## src/hw/radio_irq_pkg.sv

```systemverilog
// constants and types for the radio interrupt status and enable block
package radio_irq_pkg;

   // ----------------------------------------------------------------
   // bus and clock
   // ----------------------------------------------------------------
   localparam int AXI_AW = 8;
   localparam int CLK_PERIOD_NS = 5;
   localparam logic [1:0] RESP_OKAY = 2'h0;
   localparam logic [1:0] RESP_SLVERR = 2'h2;

   // ----------------------------------------------------------------
   // oscillator settling, rounded up to whole cycles
   // ----------------------------------------------------------------
   localparam int OSC_SETTLE_NS = 1000;
   localparam int OSC_SETTLE_RAW = (OSC_SETTLE_NS + CLK_PERIOD_NS - 1) / CLK_PERIOD_NS;
   localparam int OSC_SETTLE_CYC = (OSC_SETTLE_RAW < 1) ? 1 : OSC_SETTLE_RAW;

   // ----------------------------------------------------------------
   // register indices, byte address is four times the index
   // ----------------------------------------------------------------
   localparam logic [5:0] IDX_STATUS_ONE = 6'h03;
   localparam logic [5:0] IDX_STATUS_TWO = 6'h04;
   localparam logic [5:0] IDX_ENABLE_ONE = 6'h05;
   localparam logic [5:0] IDX_ENABLE_TWO = 6'h06;
   localparam logic [5:0] IDX_CONTROL = 6'h08;

   // ----------------------------------------------------------------
   // reset values and field positions
   // ----------------------------------------------------------------
   localparam logic [7:0] ST1_RESET = 8'h00;
   localparam logic [7:0] ST2_RESET = 8'h01;
   localparam logic [7:0] EN1_RESET = 8'h00;
   localparam logic [7:0] EN2_RESET = 8'h00;
   localparam logic CTRL_RESET = 1'b0;
   localparam int CTRL_PREMASK_BIT = 0;
   localparam logic [7:0] PREAMBLE_GROUP = 8'hE0;
   localparam int BIT_SYNC = 7;
   localparam int BIT_PRE_OK = 6;
   localparam int BIT_PRE_BAD = 5;
   localparam int BIT_RSSI = 4;
   localparam int BIT_WUT = 3;
   localparam int BIT_LBD = 2;
   localparam int BIT_RDY = 1;

   typedef enum logic [2:0] {REG_NONE, REG_ST1, REG_ST2, REG_EN1, REG_EN2, REG_CTRL} reg_id_t;

   typedef struct packed {
      logic sync_found;
      logic pkt_done;
      logic preamble_found;
      logic sync_timeout;
      logic preamble_invalid;
      logic rssi_above;
      logic wut_expired;
      logic low_batt;
      logic osc_req;
   } grp2_evt_t;

   typedef struct packed {
      logic [AXI_AW-1:0] addr;
      logic [31:0] data;
      logic [3:0] strb;
   } wr_req_t;

endpackage

```

## src/hw/radio_irq_ctrl.sv

```systemverilog
// interrupt status and enable block with an axi4-lite register port
//
// The AXI4-Lite register port was chosen for this implementation.
`timescale 1ns/1ps
// ----------------------------------------------------------------
// Functional notes
// sync status bit 7 sets on sync word, drops when packet reception ends
// valid preamble bit 6 sets on preamble, drops on sync or sync wait timeout
// invalid preamble bit 5 clears itself while its enable is 0; host treats it as interrupt only
// signal strength bit 4 stays high while level is above threshold; code sets it only on the rise, so a read clears it while enabled
// host uses wake timer bit 3 as an event, not lasting status
// low battery bit 2 latches even when disabled, interrupts once enabled
// ready bit 1 rises after oscillator settling, holds until idle; code also clears it on a read while enabled
// enable register one: eight read/write enables of the first group
// enable register two: eight enables of the second group, 1 enables
// sync and preamble enables act only while preamble mask bit is 1
// enabled status bit going high drives the interrupt pin low
// status read releases the pin and clears every enabled bit
// disabled bits are plain status, unchanged by a read
// all enabled pending events of both groups share one low interrupt
// ----------------------------------------------------------------
module radio_irq_ctrl #(
   parameter int SETTLE_CYC = radio_irq_pkg::OSC_SETTLE_CYC
) (
   input wire logic CLK,
   input wire logic RST,
   input wire logic [radio_irq_pkg::AXI_AW-1:0] S_AXI_AWADDR,
   input wire logic S_AXI_AWVALID,
   output logic S_AXI_AWREADY,
   input wire logic [31:0] S_AXI_WDATA,
   input wire logic [3:0] S_AXI_WSTRB,
   input wire logic S_AXI_WVALID,
   output logic S_AXI_WREADY,
   output logic [1:0] S_AXI_BRESP,
   output logic S_AXI_BVALID,
   input wire logic S_AXI_BREADY,
   input wire logic [radio_irq_pkg::AXI_AW-1:0] S_AXI_ARADDR,
   input wire logic S_AXI_ARVALID,
   output logic S_AXI_ARREADY,
   output logic [31:0] S_AXI_RDATA,
   output logic [1:0] S_AXI_RRESP,
   output logic S_AXI_RVALID,
   input wire logic S_AXI_RREADY,
   input wire logic [7:0] GRP1_EVT,
   input radio_irq_pkg::grp2_evt_t GRP2_EVT,
   output logic HOST_IRQ_N
);
   import radio_irq_pkg::*;

   // ----------------------------------------------------------------
   // address decode
   // ----------------------------------------------------------------
   function automatic reg_id_t decode(input logic [AXI_AW-1:0] addr);
      reg_id_t id;
      id = REG_NONE;
      if (addr[1:0] != 2'h0) begin
         id = REG_NONE;
      end else if (addr[AXI_AW-1:2] == IDX_STATUS_ONE) begin
         id = REG_ST1;
      end else if (addr[AXI_AW-1:2] == IDX_STATUS_TWO) begin
         id = REG_ST2;
      end else if (addr[AXI_AW-1:2] == IDX_ENABLE_ONE) begin
         id = REG_EN1;
      end else if (addr[AXI_AW-1:2] == IDX_ENABLE_TWO) begin
         id = REG_EN2;
      end else if (addr[AXI_AW-1:2] == IDX_CONTROL) begin
         id = REG_CTRL;
      end
      return id;
   endfunction

   logic awready_r;
   logic wready_r;
   logic bvalid_r;
   logic [1:0] bresp_r;
   logic aw_hold_r;
   logic w_hold_r;
   logic aw_take;
   logic w_take;
   logic do_wr;
   logic aw_hold_nxt;
   logic w_hold_nxt;
   wr_req_t wr_q_r;
   reg_id_t wsel;

   logic arready_r;
   logic rvalid_r;
   logic rvalid_nxt;
   logic [31:0] rdata_r;
   logic [1:0] rresp_r;
   logic ar_take;
   reg_id_t rsel;
   logic rd1;
   logic rd2;

   logic [7:0] en1_r;
   logic [7:0] en2_r;
   logic premask_r;
   logic [7:0] en2_eff;
   logic [7:0] st1_r;
   logic [7:0] st2;
   logic any_pend;
   logic irq_n_r;

   assign S_AXI_AWREADY = awready_r;
   assign S_AXI_WREADY = wready_r;
   assign S_AXI_BVALID = bvalid_r;
   assign S_AXI_BRESP = bresp_r;
   assign S_AXI_ARREADY = arready_r;
   assign S_AXI_RVALID = rvalid_r;
   assign S_AXI_RDATA = rdata_r;
   assign S_AXI_RRESP = rresp_r;
   assign HOST_IRQ_N = irq_n_r;

   // ----------------------------------------------------------------
   // write channel: address and data in either order
   // ----------------------------------------------------------------
   assign aw_take = awready_r && S_AXI_AWVALID;
   assign w_take = wready_r && S_AXI_WVALID;
   assign do_wr = aw_hold_r && w_hold_r && !bvalid_r;
   assign aw_hold_nxt = (aw_hold_r || aw_take) && !do_wr;
   assign w_hold_nxt = (w_hold_r || w_take) && !do_wr;
   assign wsel = decode(wr_q_r.addr);

   always_ff @(posedge CLK or posedge RST) begin
      if (RST) begin
         aw_hold_r <= 1'b0;
         w_hold_r <= 1'b0;
         awready_r <= 1'b0;
         wready_r <= 1'b0;
      end else begin
         aw_hold_r <= aw_hold_nxt;
         w_hold_r <= w_hold_nxt;
         awready_r <= !aw_hold_nxt;
         wready_r <= !w_hold_nxt;
      end
   end

   always_ff @(posedge CLK or posedge RST) begin
      if (RST) begin
         wr_q_r <= '0;
      end else begin
         if (aw_take) begin
            wr_q_r.addr <= S_AXI_AWADDR;
         end
         if (w_take) begin
            wr_q_r.data <= S_AXI_WDATA;
            wr_q_r.strb <= S_AXI_WSTRB;
         end
      end
   end

   always_ff @(posedge CLK or posedge RST) begin
      if (RST) begin
         bvalid_r <= 1'b0;
         bresp_r <= RESP_OKAY;
      end else if (do_wr) begin
         bvalid_r <= 1'b1;
         bresp_r <= (wsel == REG_NONE) ? RESP_SLVERR : RESP_OKAY;
      end else if (bvalid_r && S_AXI_BREADY) begin
         bvalid_r <= 1'b0;
      end
   end

   // ----------------------------------------------------------------
   // writable registers; status registers ignore writes
   // ----------------------------------------------------------------
   always_ff @(posedge CLK or posedge RST) begin
      if (RST) begin
         en1_r <= EN1_RESET;
      end else if (do_wr && wsel == REG_EN1 && wr_q_r.strb[0]) begin
         en1_r <= wr_q_r.data[7:0];
      end
   end

   always_ff @(posedge CLK or posedge RST) begin
      if (RST) begin
         en2_r <= EN2_RESET;
      end else if (do_wr && wsel == REG_EN2 && wr_q_r.strb[0]) begin
         en2_r <= wr_q_r.data[7:0];
      end
   end

   always_ff @(posedge CLK or posedge RST) begin
      if (RST) begin
         premask_r <= CTRL_RESET;
      end else if (do_wr && wsel == REG_CTRL && wr_q_r.strb[0]) begin
         premask_r <= wr_q_r.data[CTRL_PREMASK_BIT];
      end
   end

   // sync and preamble enables are gated by the mask bit
   assign en2_eff = en2_r & (premask_r ? 8'hFF : ~PREAMBLE_GROUP);

   // ----------------------------------------------------------------
   // read channel: one read at a time, data captured at the take
   // ----------------------------------------------------------------
   assign ar_take = arready_r && S_AXI_ARVALID;
   assign rvalid_nxt = ar_take || (rvalid_r && !S_AXI_RREADY);
   assign rsel = decode(S_AXI_ARADDR);
   assign rd1 = ar_take && rsel == REG_ST1;
   assign rd2 = ar_take && rsel == REG_ST2;

   always_ff @(posedge CLK or posedge RST) begin
      if (RST) begin
         arready_r <= 1'b0;
         rvalid_r <= 1'b0;
      end else begin
         arready_r <= !rvalid_nxt;
         rvalid_r <= rvalid_nxt;
      end
   end

   always_ff @(posedge CLK or posedge RST) begin
      if (RST) begin
         rdata_r <= 32'h0000_0000;
         rresp_r <= RESP_OKAY;
      end else if (ar_take) begin
         rresp_r <= RESP_OKAY;
         rdata_r <= 32'h0000_0000;
         if (rsel == REG_ST1) begin
            rdata_r[7:0] <= st1_r;
         end else if (rsel == REG_ST2) begin
            rdata_r[7:0] <= st2;
         end else if (rsel == REG_EN1) begin
            rdata_r[7:0] <= en1_r;
         end else if (rsel == REG_EN2) begin
            rdata_r[7:0] <= en2_r;
         end else if (rsel == REG_CTRL) begin
            rdata_r[CTRL_PREMASK_BIT] <= premask_r;
         end else begin
            rresp_r <= RESP_SLVERR;
         end
      end
   end

   // ----------------------------------------------------------------
   // first status group: sticky, enabled bits clear on read
   // ----------------------------------------------------------------
   always_ff @(posedge CLK or posedge RST) begin
      if (RST) begin
         st1_r <= ST1_RESET;
      end else begin
         // a new event in the read cycle survives the clear
         st1_r <= GRP1_EVT | (st1_r & ~(rd1 ? en1_r : 8'h00));
      end
   end

   // ----------------------------------------------------------------
   // second status group
   // ----------------------------------------------------------------
   irq_status_two #(
      .SETTLE_CYC(SETTLE_CYC)
   ) u_status_two (
      .clk(CLK),
      .rst(RST),
      .evt(GRP2_EVT),
      .en_eff(en2_eff),
      .rd_clr(rd2),
      .status(st2)
   );

   // ----------------------------------------------------------------
   // shared interrupt pin
   // ----------------------------------------------------------------
   assign any_pend = ((st1_r & en1_r) != 8'h00) || ((st2 & en2_eff) != 8'h00);

   // registered so the pin never glitches; costs one cycle of latency
   always_ff @(posedge CLK or posedge RST) begin
      if (RST) begin
         irq_n_r <= 1'b1;
      end else begin
         irq_n_r <= !any_pend;
      end
   end

   // ----------------------------------------------------------------
   // checks
   // ----------------------------------------------------------------
   property p_irq_low;
      @(posedge CLK) disable iff (RST) any_pend |=> !HOST_IRQ_N;
   endproperty
   a_irq_low: assert property (p_irq_low) else $error("pending event did not pull pin low");

   property p_irq_rise;
      @(posedge CLK) disable iff (RST)
         ($rose(st2[BIT_LBD]) && en2_r[BIT_LBD]) |=> !HOST_IRQ_N;
   endproperty
   a_irq_rise: assert property (p_irq_rise) else $error("enabled status rise missed pin");

   property p_irq_mask;
      @(posedge CLK) disable iff (RST)
         (!premask_r && ((st1_r & en1_r) == 8'h00) && ((st2 & en2_r & ~PREAMBLE_GROUP) == 8'h00))
         |=> HOST_IRQ_N;
   endproperty
   a_irq_mask: assert property (p_irq_mask) else $error("masked preamble group raised pin");

   property p_irq_release;
      @(posedge CLK) disable iff (RST)
         (rd2 && ((st1_r & en1_r) == 8'h00) && (GRP2_EVT == '0) && (GRP1_EVT == 8'h00)
          && (en2_eff[BIT_RSSI] == 1'b0) && (en2_eff[BIT_RDY] == 1'b0))
         |=> ##1 HOST_IRQ_N;
   endproperty
   a_irq_release: assert property (p_irq_release) else $error("status read did not release pin");

   property p_rd_data;
      @(posedge CLK) disable iff (RST) rd2 |=> (S_AXI_RDATA == {24'h00_0000, $past(st2)}) && S_AXI_RVALID;
   endproperty
   a_rd_data: assert property (p_rd_data) else $error("status read returned wrong value");

   property p_grp1_keep;
      @(posedge CLK) disable iff (RST)
         rd1 |=> ((st1_r & ~$past(en1_r)) == (($past(st1_r) | $past(GRP1_EVT)) & ~$past(en1_r)));
   endproperty
   a_grp1_keep: assert property (p_grp1_keep) else $error("disabled group one bit changed");

   property p_en1_write;
      @(posedge CLK) disable iff (RST)
         (do_wr && wsel == REG_EN1 && wr_q_r.strb[0]) |=> (en1_r == $past(wr_q_r.data[7:0]));
   endproperty
   a_en1_write: assert property (p_en1_write) else $error("enable one write lost");

   property p_en2_write;
      @(posedge CLK) disable iff (RST)
         (do_wr && wsel == REG_EN2 && wr_q_r.strb[0]) |=> (en2_r == $past(wr_q_r.data[7:0]));
   endproperty
   a_en2_write: assert property (p_en2_write) else $error("enable two write lost");

   property p_bresp;
      @(posedge CLK) disable iff (RST) do_wr |=> S_AXI_BVALID;
   endproperty
   a_bresp: assert property (p_bresp) else $error("write response missing");

   property p_bhold;
      @(posedge CLK) disable iff (RST) (S_AXI_BVALID && !S_AXI_BREADY) |=> S_AXI_BVALID && $stable(S_AXI_BRESP);
   endproperty
   a_bhold: assert property (p_bhold) else $error("write response dropped early");

   property p_rhold;
      @(posedge CLK) disable iff (RST) (S_AXI_RVALID && !S_AXI_RREADY) |=> S_AXI_RVALID && $stable(S_AXI_RDATA);
   endproperty
   a_rhold: assert property (p_rhold) else $error("read data dropped early");

endmodule

```

## src/hw/irq_status_two.sv

```systemverilog
// set and clear logic of the second status group
`timescale 1ns/1ps
module irq_status_two #(
   parameter int SETTLE_CYC = radio_irq_pkg::OSC_SETTLE_CYC
) (
   input wire logic clk,
   input wire logic rst,
   input radio_irq_pkg::grp2_evt_t evt,
   input wire logic [7:0] en_eff,
   input wire logic rd_clr,
   output logic [7:0] status
);
   import radio_irq_pkg::*;

   localparam int CW = $clog2(SETTLE_CYC + 1);

   logic [7:0] status_r;
   logic [7:0] status_nxt;
   logic [7:0] set_vec;
   logic [7:0] clr_vec;
   logic [CW-1:0] settle_cnt_r;
   logic ready_r;
   logic rssi_d_r;
   logic settle_done;
   logic [7:0] quiet_mask;

   assign status = status_r;
   assign settle_done = evt.osc_req && !ready_r && (settle_cnt_r == CW'(SETTLE_CYC - 1));
   // bits with no event, no clear condition and no enable: a read must leave them alone
   assign quiet_mask = ~(set_vec | clr_vec | en_eff);

   // ----------------------------------------------------------------
   // oscillator settling
   // ----------------------------------------------------------------
   always_ff @(posedge clk or posedge rst) begin
      if (rst) begin
         settle_cnt_r <= '0;
         ready_r <= 1'b0;
      end else if (!evt.osc_req) begin
         settle_cnt_r <= '0;
         ready_r <= 1'b0;
      end else if (settle_done) begin
         ready_r <= 1'b1;
      end else if (!ready_r) begin
         settle_cnt_r <= settle_cnt_r + CW'(1);
      end
   end

   always_ff @(posedge clk or posedge rst) begin
      if (rst) begin
         rssi_d_r <= 1'b0;
      end else begin
         rssi_d_r <= evt.rssi_above;
      end
   end

   // ----------------------------------------------------------------
   // status bits: set wins over every clear
   // ----------------------------------------------------------------
   always_comb begin
      set_vec = 8'h00;
      clr_vec = 8'h00;
      set_vec[BIT_SYNC] = evt.sync_found;
      clr_vec[BIT_SYNC] = evt.pkt_done;
      set_vec[BIT_PRE_OK] = evt.preamble_found;
      clr_vec[BIT_PRE_OK] = evt.sync_found | evt.sync_timeout;
      set_vec[BIT_PRE_BAD] = evt.preamble_invalid;
      clr_vec[BIT_PRE_BAD] = !en_eff[BIT_PRE_BAD];
      set_vec[BIT_RSSI] = evt.rssi_above & !rssi_d_r;
      clr_vec[BIT_RSSI] = !evt.rssi_above;
      set_vec[BIT_WUT] = evt.wut_expired;
      clr_vec[BIT_WUT] = !en_eff[BIT_WUT];
      set_vec[BIT_LBD] = evt.low_batt;
      set_vec[BIT_RDY] = settle_done;
      clr_vec[BIT_RDY] = !evt.osc_req;
      // only enabled bits clear on read, plain status bits stay
      status_nxt = set_vec | (status_r & ~clr_vec & ~(rd_clr ? en_eff : 8'h00));
   end

   always_ff @(posedge clk or posedge rst) begin
      if (rst) begin
         status_r <= ST2_RESET;
      end else begin
         status_r <= status_nxt;
      end
   end

   // ----------------------------------------------------------------
   // checks
   // ----------------------------------------------------------------
   property p_sync_drop;
      @(posedge clk) disable iff (rst) (evt.pkt_done && !evt.sync_found) |=> !status_r[BIT_SYNC];
   endproperty
   a_sync_drop: assert property (p_sync_drop) else $error("sync status kept after packet end");

   property p_pre_drop;
      @(posedge clk) disable iff (rst)
         ((evt.sync_found || evt.sync_timeout) && !evt.preamble_found) |=> !status_r[BIT_PRE_OK];
   endproperty
   a_pre_drop: assert property (p_pre_drop) else $error("preamble status kept after sync");

   property p_inval_self;
      @(posedge clk) disable iff (rst)
         (!evt.preamble_invalid && !en_eff[BIT_PRE_BAD]) |=> !status_r[BIT_PRE_BAD];
   endproperty
   a_inval_self: assert property (p_inval_self) else $error("invalid preamble did not self clear");

   property p_rssi;
      @(posedge clk) disable iff (rst) $rose(evt.rssi_above) |=> status_r[BIT_RSSI] ##1 (!evt.rssi_above || status_r[BIT_RSSI] || $past(rd_clr));
   endproperty
   a_rssi: assert property (p_rssi) else $error("rssi status not held");

   property p_lbd;
      @(posedge clk) disable iff (rst) evt.low_batt |=> status_r[BIT_LBD];
   endproperty
   a_lbd: assert property (p_lbd) else $error("low battery event lost");

   property p_rdy_idle;
      @(posedge clk) disable iff (rst) !evt.osc_req |=> !status_r[BIT_RDY] && !ready_r;
   endproperty
   a_rdy_idle: assert property (p_rdy_idle) else $error("ready status held in idle");

   property p_rd_clear;
      @(posedge clk) disable iff (rst)
         (rd_clr && ((set_vec & en_eff) == 8'h00)) |=> ((status_r & $past(en_eff)) == 8'h00);
   endproperty
   a_rd_clear: assert property (p_rd_clear) else $error("enabled bit not cleared by read");

   property p_rd_keep;
      @(posedge clk) disable iff (rst)
         rd_clr |=> (((status_r ^ $past(status_r)) & $past(quiet_mask)) == 8'h00);
   endproperty
   a_rd_keep: assert property (p_rd_keep) else $error("plain status changed by read");

endmodule

```

## config.mk

```make
export PLATFORM = sky130hd
export DESIGN_NAME = radio_irq_ctrl
export DESIGN_NICKNAME = d
export VERILOG_FILES = /design/src/hw/radio_irq_pkg.sv /design/src/hw/radio_irq_ctrl.sv /design/src/hw/irq_status_two.sv
export SDC_FILE = /design/constraint.sdc
export NUM_CORES = 1
export LEC_CHECK = 0
export CAP_MARGIN = 15
export CORE_ASPECT_RATIO = 1.5
export CORE_MARGIN = 3
export CORE_UTILIZATION = 60
export DETAILED_ROUTE_END_ITERATION = 10
export DONT_BUFFER_PORTS = 1
export PLACE_DENSITY = 0.76
export SLEW_MARGIN = 40
export SYNTH_ARGS = -nofsm -noshare
export SYNTH_HDL_FRONTEND = slang
export SYNTH_SLANG_ARGS = --single-unit
```

## constraint.sdc

```tcl
create_clock -name CLK -period 4.6 [get_ports CLK]
set_input_delay 0.92 -clock CLK [delete_from_list [all_inputs] [get_ports CLK]]
set_output_delay 0.92 -clock CLK [all_outputs]
set_load 0.05 [all_outputs]
```

-- Word level (Yosys, flattened, before mapping)
Index checks and enable logic that the tools add are counted.
- add/subtract/negate cells: 1
- equality and inequality tests: 22
- multiplexer cells: 34
- bitwise logic cells: 13
- reductions and logical operators: 43
- operator list (kind ; count):
    two-way mux 8 bit ; 9
    bitwise AND 8 bit ; 6
    equality test 6 x 3 -> 1 bit, second input constant ; 6
    two-way mux 3 bit ; 12
    inverter 8 bit ; 3
    logical AND 1 bit ; 19
    bitwise OR 8 bit ; 2
    nonzero test 8 bit ; 2
    zero test 1 bit ; 13
    equality test 3 bit, second input constant ; 4
    equality test 6 x 2 -> 1 bit, second input constant ; 2
    equality test 6 x 4 -> 1 bit, second input constant ; 2
    two-way mux 2 bit ; 6
    equality test 3 x 2 -> 1 bit, second input constant ; 3
    adder 8 x 1 -> 8 bit, second input constant ; 1
    equality test 8 bit, second input constant ; 1
    two-way mux 7 bit ; 1
    two-way mux 1 bit ; 6
    nonzero test 2 bit ; 3
    logical OR 1 bit ; 4
    inequality test 2 bit, second input constant ; 2
    equality test 3 x 1 -> 1 bit, second input constant ; 1
    zero test 3 bit ; 1
    inequality test 2 x 1 -> 1 bit, second input constant ; 1
    3 further kinds ; 3
- register bits: 80
- input bits: 76
- logic and storage cells: 135

-- Depth between registers and ports, before layout
Gate-level depths: netlist of the first run.
- word-level depth: 13
- depth in mapped cells: 6

-- Hierarchy
A second synthesis of the first run with hierarchy kept.
- cells, all modules: 346
- area, all modules: 3849.9 µm²
- modules (own cells, without submodules) (module ; times used ; cells an instance ; area each (µm²)):
    radio_irq_ctrl ; 1 ; 269 ; 3024.2
    irq_status_two ; 1 ; 77 ; 825.8

-- Worst setup path after synthesis of the first run
Ideal clock, no wire load.
- path type: input-to-reg
- from: input port S_AXI_ARADDR[1] in the netlist's numbering
- to: register u_status_two.status_r[7] (netlist: u_status_two.status[7])
- setup time: 0.120 ns
- arrival: 2.148 ns
- data required time: 4.480 ns
- setup slack: 2.331 ns
- stages: 4
- path buffers: 0
- cells stage by stage: or4_4 -> nor4b_4 -> nand3_1 -> a31o_2
- word-level cells in the longest chain between the ends: 8
- ends and longest elaborated chain (element ; line ; RTL):
    start, declared ; radio_irq_ctrl.sv:37 ; input wire logic [radio_irq_pkg::AXI_AW-1:0] S_AXI_ARADDR,
    nonzero test 2 bit ; radio_irq_ctrl.sv:56 ; if (addr[1:0] != 2'h0) begin
    two-way mux 3 bit ; radio_irq_ctrl.sv:56 ;
    equality test 3 x 2 -> 1 bit ; radio_irq_ctrl.sv:202 ; assign rd2 = ar_take && rsel == REG_ST2;
    logical AND 1 bit ; radio_irq_ctrl.sv:202 ;
    two-way mux 8 bit ; irq_status_two.sv:77 ; status_nxt = set_vec | (status_r & ~clr_vec & ~(rd_clr ? en_eff : 8'h00));
    inverter 8 bit ; irq_status_two.sv:77 ;
    bitwise AND 8 bit ; irq_status_two.sv:77 ;
    bitwise OR 8 bit ; irq_status_two.sv:77 ;
    net u_status_two.status_nxt[7] ; irq_status_two.sv:18 ; logic [7:0] status_nxt;
    end signal, assigned ; irq_status_two.sv:84 ; status_r <= status_nxt;
    end, declared ; irq_status_two.sv:17 ; logic [7:0] status_r;
The timed path passes the listed nets, and every way through them passes these cells.
A chain may end at the register's enable or synchronous reset.

-- Final worst setup path of the first run
- from: register bvalid_r (netlist: S_AXI_BVALID)
- to: register en1_r[2]
- word-level cells in the longest chain between the ends: 4
- ends and longest elaborated chain (element ; line ; RTL):
    start, declared ; radio_irq_ctrl.sv:74 ; logic bvalid_r;
    start signal, assigned ; radio_irq_ctrl.sv:155 ; bvalid_r <= 1'b0;
    start signal, assigned ; radio_irq_ctrl.sv:158 ; bvalid_r <= 1'b1;
    start signal, assigned ; radio_irq_ctrl.sv:161 ; bvalid_r <= 1'b0;
    zero test 1 bit ; radio_irq_ctrl.sv:120 ; assign do_wr = aw_hold_r && w_hold_r && !bvalid_r;
    logical AND 1 bit ; radio_irq_ctrl.sv:120 ;
    logical AND 1 bit (2 in series) ; radio_irq_ctrl.sv:171 ; end else if (do_wr && wsel == REG_EN1 && wr_q_r.strb[0]) begin
    end signal, assigned ; radio_irq_ctrl.sv:172 ; en1_r <= wr_q_r.data[7:0];
    end, declared ; radio_irq_ctrl.sv:96 ; logic [7:0] en1_r;
Every way passes these cells.

==> results of run 1 <==
## cell type report
cell class                      count  area (sq um)
Fill cell                         475          2007
Clock inverter                      5         33.78
Inverter                           15         58.81
Multi-Input combinational cell    231          1653
Timing Repair Buffer                1         7.507
Tap cell                           72         90.09
Sequential cell                    78          1954
Clock buffer                       11         151.4
## where the power goes
| group | internal, mW | switching [mW] |
|---|---|---|
| combinational | 0.138 | 0.167 |
| sequential | 0.805 | 0.180 |
| clock | 0.224 | 0.243 |
## critical path: stages (launching register included)
cell and delay [ns]:
sky130_fd_sc_hd__dfrtp_1 0.59, sky130_fd_sc_hd__and3b_1 0.44, sky130_fd_sc_hd__nand3_4 0.14, sky130_fd_sc_hd__nor4b_4 0.62
sky130_fd_sc_hd__mux2_2 0.40
## synthesized netlist by cell type, types with 3 or more instances
master / count
sky130_fd_sc_hd__a21o_1: 11
sky130_fd_sc_hd__xnor2_1: 3
sky130_fd_sc_hd__mux2i_1: 3
sky130_fd_sc_hd__o311ai_1: 7
sky130_fd_sc_hd__nor2b_1: 5
sky130_fd_sc_hd__buf_4: 26
sky130_fd_sc_hd__mux2_2: 34
sky130_fd_sc_hd__nor3b_1: 3
sky130_fd_sc_hd__o21ai_0: 7
sky130_fd_sc_hd__a21oi_1: 12
sky130_fd_sc_hd__inv_1: 15
sky130_fd_sc_hd__and2_1: 6
sky130_fd_sc_hd__nand2b_1: 4
sky130_fd_sc_hd__dfrtp_1: 76
sky130_fd_sc_hd__nor2_1: 11
sky130_fd_sc_hd__a31o_2: 4
sky130_fd_sc_hd__a22o_1: 8
sky130_fd_sc_hd__a22oi_1: 5
sky130_fd_sc_hd__clkbuf_1: 6
sky130_fd_sc_hd__nand3_1: 16
sky130_fd_sc_hd__nand2_1: 26
## kinds of logic after synthesis
group	count (synthesis)
AND/OR/NAND/NOR	94
flip-flops	78
AO/OA/AOI/OAI	68
buffers and inverters	50
multiplexers	37
XOR/XNOR	5
adder cells (fa/ha/maj)	1
other	1
## sequential cells by signal, indices dropped and copies added (netlist names), 8 cells and up
register / cells
en1_r: 8
st1_r: 8
en2_r: 8
S_AXI_RDATA: 8
wr_q_r: 17
u_status_two.status: 8
u_status_two.settle_cnt_r: 8
## how the worst max path moves through the flow
stage | slack, ns | start | depth (start not counted) | to
after floorplan | 1.69 | RST | 1 | S_AXI_ARREADY
after global placement | 2.15 | S_AXI_ARADDR[1] | 4 | st1_r[0]
after detailed placement | 2.14 | S_AXI_ARADDR[1] | 4 | st1_r[2]
after CTS | 2.27 | S_AXI_BVALID | 4 | en1_r[7]
after global routing | 2.21 | S_AXI_BVALID | 4 | en1_r[2]
final | 2.29 | S_AXI_BVALID | 4 | en1_r[2]
## metrics by stage
step | hold WS, ns | area [sq um] | worst slack (ns) | std cells
after floorplan | 0.4342 | 3890 | 1.688 | 359
after global placement | 0.4393 | 3756 | 2.146 | 397
after detailed placement | 0.4552 | 3759 | 2.143 | 397
after CTS | 0.4707 | 3944 | 2.268 | 413
after global routing | 0.4959 | 3949 | 2.208 | 413
final | 0.4681 | 3949 | 2.291 | 413
## layer usage
layer  wire, microns  vias up  share of wire
li1                -     1152              -
met1            2733     1188           0.38
met2            3750      107           0.52
met3             563       21          0.077
met4             220        0          0.030
met5               0        -              0
==> metrics list, run 1 <==
* Setup tns final: 0 ns
* Main synth FF type: sky130_fd_sc_hd__dfrtp_1
* Largest net degree at the start of global routing: 54
* Most common library cell in the layout ignoring fill and taps: sky130_fd_sc_hd__dfrtp_1
* Synth area leader: sky130_fd_sc_hd__dfrtp_1
- In this run the cell area of the synthesized design comes to around 3800 sq um.
- TritonCTS clock tree: built
- Detail Placement HPWL: between 5000 and 6000 microns
- For this block, the initial DRC count from the detailed router was about 130.
- Tightest Pin Transition: between 0.7 and 0.8 ns
* Biggest fanout along the worst timing path: 8
- Maximum level of the CTS H-tree: 3
* IR Drop Worst-Case VDD: roughly 0.35 mV
- Compared with the post-synthesis result, the final layout area differs by 4.021%.
- Slew headroom: 0.5254
- CTS-repair resized insts: 0
* Final-report setup violation count: 0
- Data arrival at the endpoint of the critical path: ~2.5 ns
- The setup path with the least slack is of type flip-flop to flip-flop.
- After global routing, the most crowded layer is met2.
- Fraction of final layout cells sized beyond drive strength 1: 0.2053
* Fraction of the yosys area taken by sequential cells: 0.5148
- Drt first pass iters: 4
* Antenna violations before repair: 0
- Along the worst hold path, the cell count comes to 1.
- Adder and majority cell fraction of the synthesized area: 0.003296
- The root buffer cell chosen for the clock tree is sky130_fd_sc_hd__clkbuf_8.
- The worst register-to-register path has a setup slack of ~2.3 ns.
* Number of hold violations in the final report: 0
- Clock skew after layout: about 0.011 ns
- The tightest min-delay check is of the flip-flop to flip-flop type.
- Number of rows created at floorplan: 34
* Yosys warning count: 0
- By area, the combinational part of the netlist is dominated by simple AND/OR/NAND/NOR gates.
- Max frequency: between 0.4 and 0.5 GHz
- In this run the count of I/O pins placed on the die edge is 118.
- Met2 track demand over resource in global routing: 0.3560
* Async set-reset flop share out of synthesis: 1.000
* Slew Viols, Final: 0
- In the global route stage, overall resource usage came out at 0.2123.
* Post-synthesis xor/xnor area fraction: 0.01154
- Count of hold buffers inserted by post-cts repair: 0
- Post-synthesis instance total: around 330
- In the post-synthesis netlist, the biggest area contributors are sky130_fd_sc_hd__dfrtp_1 50%, sky130_fd_sc_hd__mux2_2 10%, sky130_fd_sc_hd__buf_4 5.1%, sky130_fd_sc_hd__nand2_1 2.6%, sky130_fd_sc_hd__a21o_1 2.2%.
- For the worst flop-to-flop path, the logic depth is 4.
- Effective utilization at floorplan: 0.6374
* Commonest cells after routing, fill and taps aside: 76 x sky130_fd_sc_hd__dfrtp_1, 34 x sky130_fd_sc_hd__mux2_2, 26 x sky130_fd_sc_hd__nand2_1, 26 x sky130_fd_sc_hd__conb_1, 16 x sky130_fd_sc_hd__nand3_1
- The startpoint identified for the worst hold timing path is u_status_two.rssi_d_r.
- In the final design database the tool counted ~410 nets.
- Vias in the first global route: ~2500
* Reported leakage power: 1.698 nW
- The worst setup path is captured at a flip-flop.
- For this design the ratio of total power to cell area is around 440 nW/um^2.
- Antenna cells: 0
- At the end of the flow the core is filled with cells to 0.6630.
- Post-synthesis cell type count: 56
- STA classifies the critical path startpoint as a flip-flop.
- Fraction of post-synthesis cell area in the top cell type by area: 0.5010
- Final critical-path required period: approximately 2.3 ns
* Total power draw: roughly 1.8 mW
- Hold Path Sink: u_status_two.status[4]
* TritonCTS Buffers: 9
- Count of antenna-violating nets left after detailed routing: 0
- Overflow left after global routing: 0
- The die is between 100 and 150 microns tall.
- Met1 Track Usage GR: 0.2447
* Wire length of the first global-routing pass: approximately 12000 microns
- Critical R2R Capture: en1_r[2]
- Share of cell area taken by muxes after synthesis: 0.1088
* Wirelength per Cell: 17.60 microns
* Post-synthesis share of cell area spent on and, or, nand and nor gates: 0.1546
- In the finished design, the share of the clock period the worst path needs comes to 0.5019.
* Source-to-sink clock delay at the later pin of the worst-skew pair: between 0.3 and 0.4 ns
- The die is roughly 71 microns wide.
- Post-CTS timing repair inserted 0 buffers for setup.
- Dividing the detail-routed via count by the number of cells gives around 6.
- The startpoint identified for the worst register-to-register timing path is S_AXI_BVALID.
* CORE AREA: about 6000 sq um
* Routability-driven placement congestion ratio: between 0.8 and 0.9
- Detailed routing inserted a total of approximately 2500 vias.
- Max-cap violations in this run came to 0.
* Avg Synthesized Cell Area: approximately 11 sq um
- Counting flops and latches in the post-synthesis netlist gives 78.
- Required time at the worst-slack endpoint: around 4.8 ns
- Compound-gate portion of the synthesized area: 0.1302
- In the global route stage, met3 resource usage came out at 0.06673.
* RSZ-0062 raised after global routing: no
- In the routed design, unresolved DRC markers number 0.
* Clock sinks: roughly 80
* Deepest clock path buffer count: 2
- Routed Wire Length: 7267 microns
- Yosys mapped a number of flops with a built-in enable equal to 0.
- Die area: ~7300 sq um
- The run finished with clean final reports.
- During placement, the flow inserted port buffers numbering 0.
* Post-CTS clock slew at the launch and capture registers of the worst setup and hold paths: around 0.080 ns
Note: power is estimated with default switching activity, not from simulation.
==> run 2: changes to the inputs <==
==> constraint.sdc (replaced) <==
create_clock -name CLK -period 2.4 [get_ports CLK]
set_input_delay 0.48 -clock CLK [delete_from_list [all_inputs] [get_ports CLK]]
set_output_delay 0.48 -clock CLK [all_outputs]
set_load 0.05 [all_outputs]
==> run 2 against run 1 <==
  * Total power grew 100%
  * Design area grew 2.2%
  * Non-clock buffer count grew 10
  * Sequential share of layout area shrank 1.1 points
  * Maximum frequency grew 17%
  * Largest cell class unchanged
  * Highest routed layer unchanged
==> metrics list, run 2 (synthesized netlist as in run 1, its figures left out) <==
- Critical path's slowest cell: sky130_fd_sc_hd__nor4_4
- In the final layout, the share of cells above drive strength 1 is 0.2200.
- Of the total power, registers draw 0.515.
* CORE AREA: roughly 6000 sq um
- The count of nets left with antenna violations once routing finished came out at 0.
- TritonCTS built the clock tree.
* Final critical-path required period: 1.969 ns
- Number of buffer cells added on primary ports: 0
- Most frequent CP cell: sky130_fd_sc_hd__nor4_4
- Routability-driven placement congestion ratio: between 0.8 and 0.9
- For this run the aggregate overflow at the end of global routing stands at 0.
- Drt drc: 0
* Slew headroom: 0.5928
- Across every metal layer, demand over resource in global routing totals 0.2183.
- Element type at the critical path end: flip-flop
- The number of gates resized after CTS was 0.
- Vert. Die Dim: approximately 100 microns
- Worst path buffer plus inverter count: 0
- Static timing analysis puts the maximum clock frequency at 0.5079 GHz.
- Post-CTS clock slew at the launch and capture registers of the worst setup and hold paths: ~0.07 ns
* Clock sinks: between 70 and 80
- Number of rows created at floorplan: 34
* Count of hold buffers inserted by post-cts repair: 0
- Across all setup checks in the final design, the least slack found is between 0.4 and 0.5 ns.
- Largest net degree at the start of global routing: 46
- I/O pin total: about 120
- Critical path's top delay family: simple AND/OR/NAND/NOR gates
* Clock power frac: 0.291
- Summing internal, switching and leakage power gives ~3.5 mW.
* Net count reported at finish: approximately 420
- In this run, placement finished with an instance count of around 400.
- Final-report setup violation count: 0
- For this configuration, the core starts out at a cell density of 0.6374.
- Via total after detailed routing: 2536
* Detail Placement HPWL: about 5700 microns
* Commonest cells after routing, fill and taps aside: 76 x sky130_fd_sc_hd__dfrtp_1, 34 x sky130_fd_sc_hd__mux2_2, 26 x sky130_fd_sc_hd__nand2_1, 26 x sky130_fd_sc_hd__conb_1, 16 x sky130_fd_sc_hd__nand3_1
- Timing analysis after detailed placement gives a worst setup slack of 0.3917 ns.
* Post-route non-filler standard cell count: 422
* Vias in the first global route: about 2600
- The H-tree was split into 3 levels.
- Data arrival at the endpoint of the critical path: around 2.2 ns
* Number of flip-flops under the largest register name: 17
- Register with the most flip-flops: wr_q_r
- The share of total power dissipated in combinational logic is 0.194.
- Summed over all nets, the switching power comes to between 1 and 1.5 mW.
* Reported leakage power: ~1.8 nW
* Clock Tree Root: sky130_fd_sc_hd__clkbuf_8
- The final number of max-transition violations is 0.
* Routed Wire Length: ~7500 microns
- Biggest fanout along the worst timing path: 8
* IR Drop Worst-Case VDD: 0.7613 mV
- Dividing the detail-routed wire length by the instance count gives roughly 18 microns.
- The run finished with clean final reports.
* Critical path cell sequence: nor4_4, nand3_4, nor4_4, mux2_2
- Deepest clock path buffer count: 2
- The floorplan step defined a die boundary enclosing 7337 sq um.
- Setup slack on the worst reg-to-reg path comes out at 0.43 ns.
* First-iteration detailed-routing DRC count: ~230
- PD cells: slightly below 900 nW/um^2
* Portion of the clock cycle consumed by the worst path in the final layout: 0.8203
* Source-to-sink clock delay at the later pin of the worst-skew pair: about 0.35 ns
* Setup Crit Path Kind: flip-flop to flip-flop
- At the worst endpoint, the required time is roughly 2.6 ns.
* CP startpoint kind: flip-flop
- RSZ-0062 raised after global routing: no
* Wire length of the first global-routing pass: 12270 microns
- Switching Fraction: 0.3167
- Via-per-instance ratio: approximately 6.0
- Antenna violations before repair: 0
- Number of hold violations in the final report: 0
- From left edge to right edge, the die measures roughly 71 microns.
- The number of antenna diodes in the final layout is 0.
- Tightest Pin Transition: just over 0.6 ns
- The number of clock buffers added by TritonCTS is 9.
- Internal power component: approximately 2.4 mW
- For this run, the slowest stage of the critical path takes around 0.55 ns.
* Setup tns final: 0 ns
* Buffers inserted by post-CTS timing repair: 0
- Most common library cell in the layout ignoring fill and taps: sky130_fd_sc_hd__dfrtp_1
- Drt first pass iters: 4
* Number of maximum-capacitance constraint violations: 0
* Worst min-delay path category: input port to async pin
* # fillers: 475
* Area overhead of the layout relative to synthesis: 6.361%
- Clock skew after layout: 0.009813 ns
-- run 2: changes by cell type in the layout (fill, tap and decap cells not counted), sizes merged --
cell	before	now
clkbuf	11	10
bufinv	0	2
buf	1	11
inv	15	14
clkinvlp	2	1
-- run 2: worst paths after layout --
check / start / end / cells after the start
setup reg to reg: wr_q_r[43] / en2_r[1] / 4
hold reg to reg: u_status_two.rssi_d_r / u_status_two.status[4] / 1
hold / removal: RST / st1_r[4] / 2
min in group CLK: GRP2_EVT[3] / u_status_two.rssi_d_r / 0
setup / recovery: wr_q_r[43] / en2_r[1] / 4
max in group asynchronous: RST / S_AXI_WREADY / 2
-- run 2: area by class of cell --
cell class              instances  area [sq um]  area share
clock buffers                  10         127.6     0.03161
well taps                      72         90.09     0.02231
multi-input cells             231          1648      0.4081
repair buffers                 11         82.58     0.02045
clock inverters                 5         75.07     0.01859
inverters                      15         60.06     0.01487
flip-flops and latches         78          1954      0.4840
-- run 2: routing by layer --
layer  wire length (microns)  share of wire  vias up  GRT usage
met5                       0              0        -          0
met4                     220          0.029        0     0.1230
met3                     620          0.082       19    0.06480
met2                    4051           0.54       99     0.3810
met1                    2637           0.35     1242     0.2366
li1                        -              -     1176          -
-- run 2: worst reg2reg max path, cell delays in order (launching register included) --
cell	delay [ns]
sky130_fd_sc_hd__dfrtp_1	0.41
sky130_fd_sc_hd__nor4_4	0.36
sky130_fd_sc_hd__nand3_4	0.14
sky130_fd_sc_hd__nor4_4	0.55
sky130_fd_sc_hd__mux2_2	0.40
-- run 2: stage by stage --
stage / cell area, sq um / utilization / hold slack (ns)
global route: 4038 / 0.6779 / 0.1360
global placement: 3835 / 0.6439 / 0.4399
CTS: 4038 / 0.6779 / 0.1370
detailed placement: 3835 / 0.6439 / 0.4548
finish: 4038 / 0.6779 / 0.1300
floorplan: 3894 / - / 0.4342
-- run 2: power by group through the flow --
| stage | sequential [mW] | clock, mW | combinational [mW] |
|---|---|---|---|
| after floorplan | 1.85 | 0 | 0.559 |
| final | 1.82 | 1.03 | 0.684 |
| after CTS | 1.82 | 1.05 | 0.692 |
| after global routing | 1.85 | 1.10 | 0.753 |
| after global placement | 1.83 | 0 | 0.673 |
| after detailed placement | 1.84 | 0 | 0.690 |
==> run 3: changes to the inputs <==
==> constraint.sdc (replaced) <==
create_clock -name CLK -period 1.9 [get_ports CLK]
set_input_delay 0.38 -clock CLK [delete_from_list [all_inputs] [get_ports CLK]]
set_output_delay 0.38 -clock CLK [all_outputs]
set_load 0.05 [all_outputs]
==> run 3 against run 2 <==
  * The run now ends with negative hold slack left
  * Clock power up 23%
  * Sequential share of layout area down 0.49 points
  * Register-to-register slack worse by 0.32 ns
  * Combinational power up 35%
  * Hold slack worse by 0.14 ns
  * Sequential power up 24%
  * Die area unchanged
  * Utilization up 0.74 points
  * Global-route usage down 0.52 points
  * Wire length down 1.2%
==> metrics list, run 3 (synthesized netlist as in run 1, its figures left out) <==
* Effective utilization at floorplan: 0.6374
* GRT Overall Usage: 0.2131
* Number of hold violations in the final report: 9
- The slowest stage of the critical path belongs to the cell sky130_fd_sc_hd__dfrtp_1.
* Via-per-instance ratio: 5.977
* Slew Viols, Final: 0
- Overflow left after global routing: 0
- Across all setup checks in the final design, the least slack found is ~0.12 ns.
- Net count reported at finish: around 430
- The clock drives 78 sinks.
- Leaving out fill and tap cells, the most frequent cell in the layout is sky130_fd_sc_hd__dfrtp_1.
- Register-to-register setup slack: around 0.12 ns
- Clock Tree Root: sky130_fd_sc_hd__clkbuf_8
- Setup violations remaining at the end of the flow were counted as 0.
- The flow ran to the end, but the final reports show violations.
- Number of buffer cells added on primary ports: 0
- In the routed design, unresolved DRC markers number 0.
* Most frequent CP cell: sky130_fd_sc_hd__nor4_4
- By startpoint and endpoint, the worst setup path is classified as flip-flop to flip-flop.
- Via total after detailed routing: 2546
* Largest net degree at the start of global routing: just under 80
* Wirelength per Cell: ~17 microns
* CTS-repair resized insts: 0
- Critical R2R Capture: en2_r[2]
* Pre-CTS setup slack: between 0.03 and 0.04 ns
* IR Drop Worst-Case VDD: 1.097 mV
- The number of antenna violations at the first check in global routing is 0.
* # fillers: roughly 460
- For this design the top-level I/O count stands at 118.
- Routed Wire Length: roughly 7400 microns
* Number of rows created at floorplan: 34
- Antenna cells: 0
* Clock skew after layout: 0.007882 ns
- Wire length of the first global-routing pass: between 10000 and 15000 microns
- The register with the most flip-flops in the layout has 17 of them.
- For the pin with the worst max-slew slack, the measured transition is about 0.52 ns.
* Required time at the worst-slack endpoint: between 2 and 2.5 ns
* Vias in the first global route: roughly 2500
- The worst setup path is captured at a flip-flop.
- Commonest cells after routing, fill and taps aside: 75 x sky130_fd_sc_hd__dfrtp_1, 34 x sky130_fd_sc_hd__mux2_2, 26 x sky130_fd_sc_hd__nand2_1, 26 x sky130_fd_sc_hd__conb_1, 16 x sky130_fd_sc_hd__nand3_1
* Count of hold buffers inserted by post-cts repair: 0
* Critical path cell sequence: nor4_4, nand3_4, nor4_4, buf_4, mux2_2
- Of the cells placed in the final design, the portion with a size suffix greater than 1 is 0.2373.
- RSZ-0062 raised after global routing: no
* Register with the most flip-flops: wr_q_r
* Detail Placement HPWL: approximately 5600 microns
* Drt first pass iters: 4
* Hold slack: -0.01434 ns
- Max frequency: about 0.56 GHz
* Worst r2r src: wr_q_r[42]
- The number of clock buffers added by TritonCTS is 9.
* Reported leakage power: about 1.8 nW
- The detailed router finished its first iteration with between 150 and 200 violations.
- Worst min-delay path category: input port to async pin
* Source-to-sink clock delay at the later pin of the worst-skew pair: approximately 0.36 ns
* Count of antenna-violating nets left after detailed routing: 0
* Data arrival at the endpoint of the critical path: 2.02 ns
- Area overhead of the layout relative to synthesis: 7.515%
- Clock-pin slew was measured on the worst setup and hold paths at roughly 0.08 ns.
- The tool flagged a number of max-cap violations equal to 0.
- At the end of routability-driven placement, the weighted congestion stood at 0.8091.
- For this design the ratio of total power to cell area is ~1100 nW/um^2.
- Biggest fanout along the worst timing path: 8
- On the worst path, the slowest cell contributes a delay of between 0.4 and 0.5 ns.
- Measured against its own limit, the worst slew margin works out to 0.6495.
* Die Width: 70.95 microns
* Total power draw: about 4.5 mW
* CP startpoint kind: flip-flop
* CORE AREA: between 5000 and 6000 sq um
* TritonCTS clock tree: built
* Violations in the final reports: negative hold slack
- The H-tree generated during clock tree synthesis spans 3 levels.
- Final critical-path required period: 1.784 ns
- Measured in cells, the most critical reg-to-reg path has a length of 5.
- Buffers inserted by post-CTS timing repair: 0
- Deepest clock path buffer count: 2
- The die covers ~7300 sq um.
- The floorplan step set the die height to a little over 100 microns.
- In the finished design, the share of the clock period the worst path needs comes to 0.9390.
[run 3: per-stage QoR]
step | hold slack, ns | cells | utilization | setup TNS (ns) | cell area [sq um]
6_report | -0.01434 | 426 | 0.6853 | 0 | 4081
3_3_place_gp | 0.3940 | 410 | 0.6502 | 0 | 3872
2_1_floorplan | 0.4114 | 359 | - | -0.1898 | 3896
5_1_grt | 0.01862 | 426 | 0.6853 | 0 | 4081
3_5_place_dp | 0.3983 | 410 | 0.6502 | 0 | 3872
4_1_cts | 0.01157 | 426 | 0.6847 | 0 | 4078
[run 3: worst max path at each step]
stage	startpoint	endpoint	slack [ns]	cells past startpoint
6_report	wr_q_r[42]	en2_r[2]	0.12	5
5_1_grt	wr_q_r[42]	en2_r[2]	0.008	5
4_1_cts	wr_q_r[43]	en1_r[4]	0.01	5
3_5_place_dp	wr_q_r[43]	en1_r[4]	0.03	5
3_3_place_gp	wr_q_r[43]	en1_r[5]	0.07	5
2_1_floorplan	S_AXI_BVALID	en1_r[0]	-0.02	4
[run 3: layer usage]
layer  share of wire  track usage  vias to the layer above
met2            0.53       0.3688                      100
met1            0.38       0.2441                     1246
li1                -            -                     1182
met3           0.065      0.05126                       18
met4           0.031       0.1143                        0
met5               0            0                        -
[run 3: worst max-delay path: cells and delay by family, from the launching register on]
kind | cells | cell delay, ns
buffers and inverters | 1 | 0.21
DFF | 1 | 0.41
muxes | 1 | 0.35
and+or+nand+nor | 3 | 0.69
[run 3: layout make-up]
cell class	instances	area, sq um	share of cell area
Sequential cell	78	1956	0.4792
Clock buffer	9	123.9	0.03035
Multi-Input combinational cell	231	1649	0.4040
Tap cell	72	90.09	0.02207
Inverter	15	60.06	0.01471
Timing Repair Buffer	14	121.4	0.02974
Clock inverter	7	81.33	0.01993
[run 3: report_power, final]
group	switching, mW	total (mW)	internal [mW]
clock	0.644	1.27	0.624
sequential	0.307	2.26	1.95
combinational	0.538	0.926	0.387
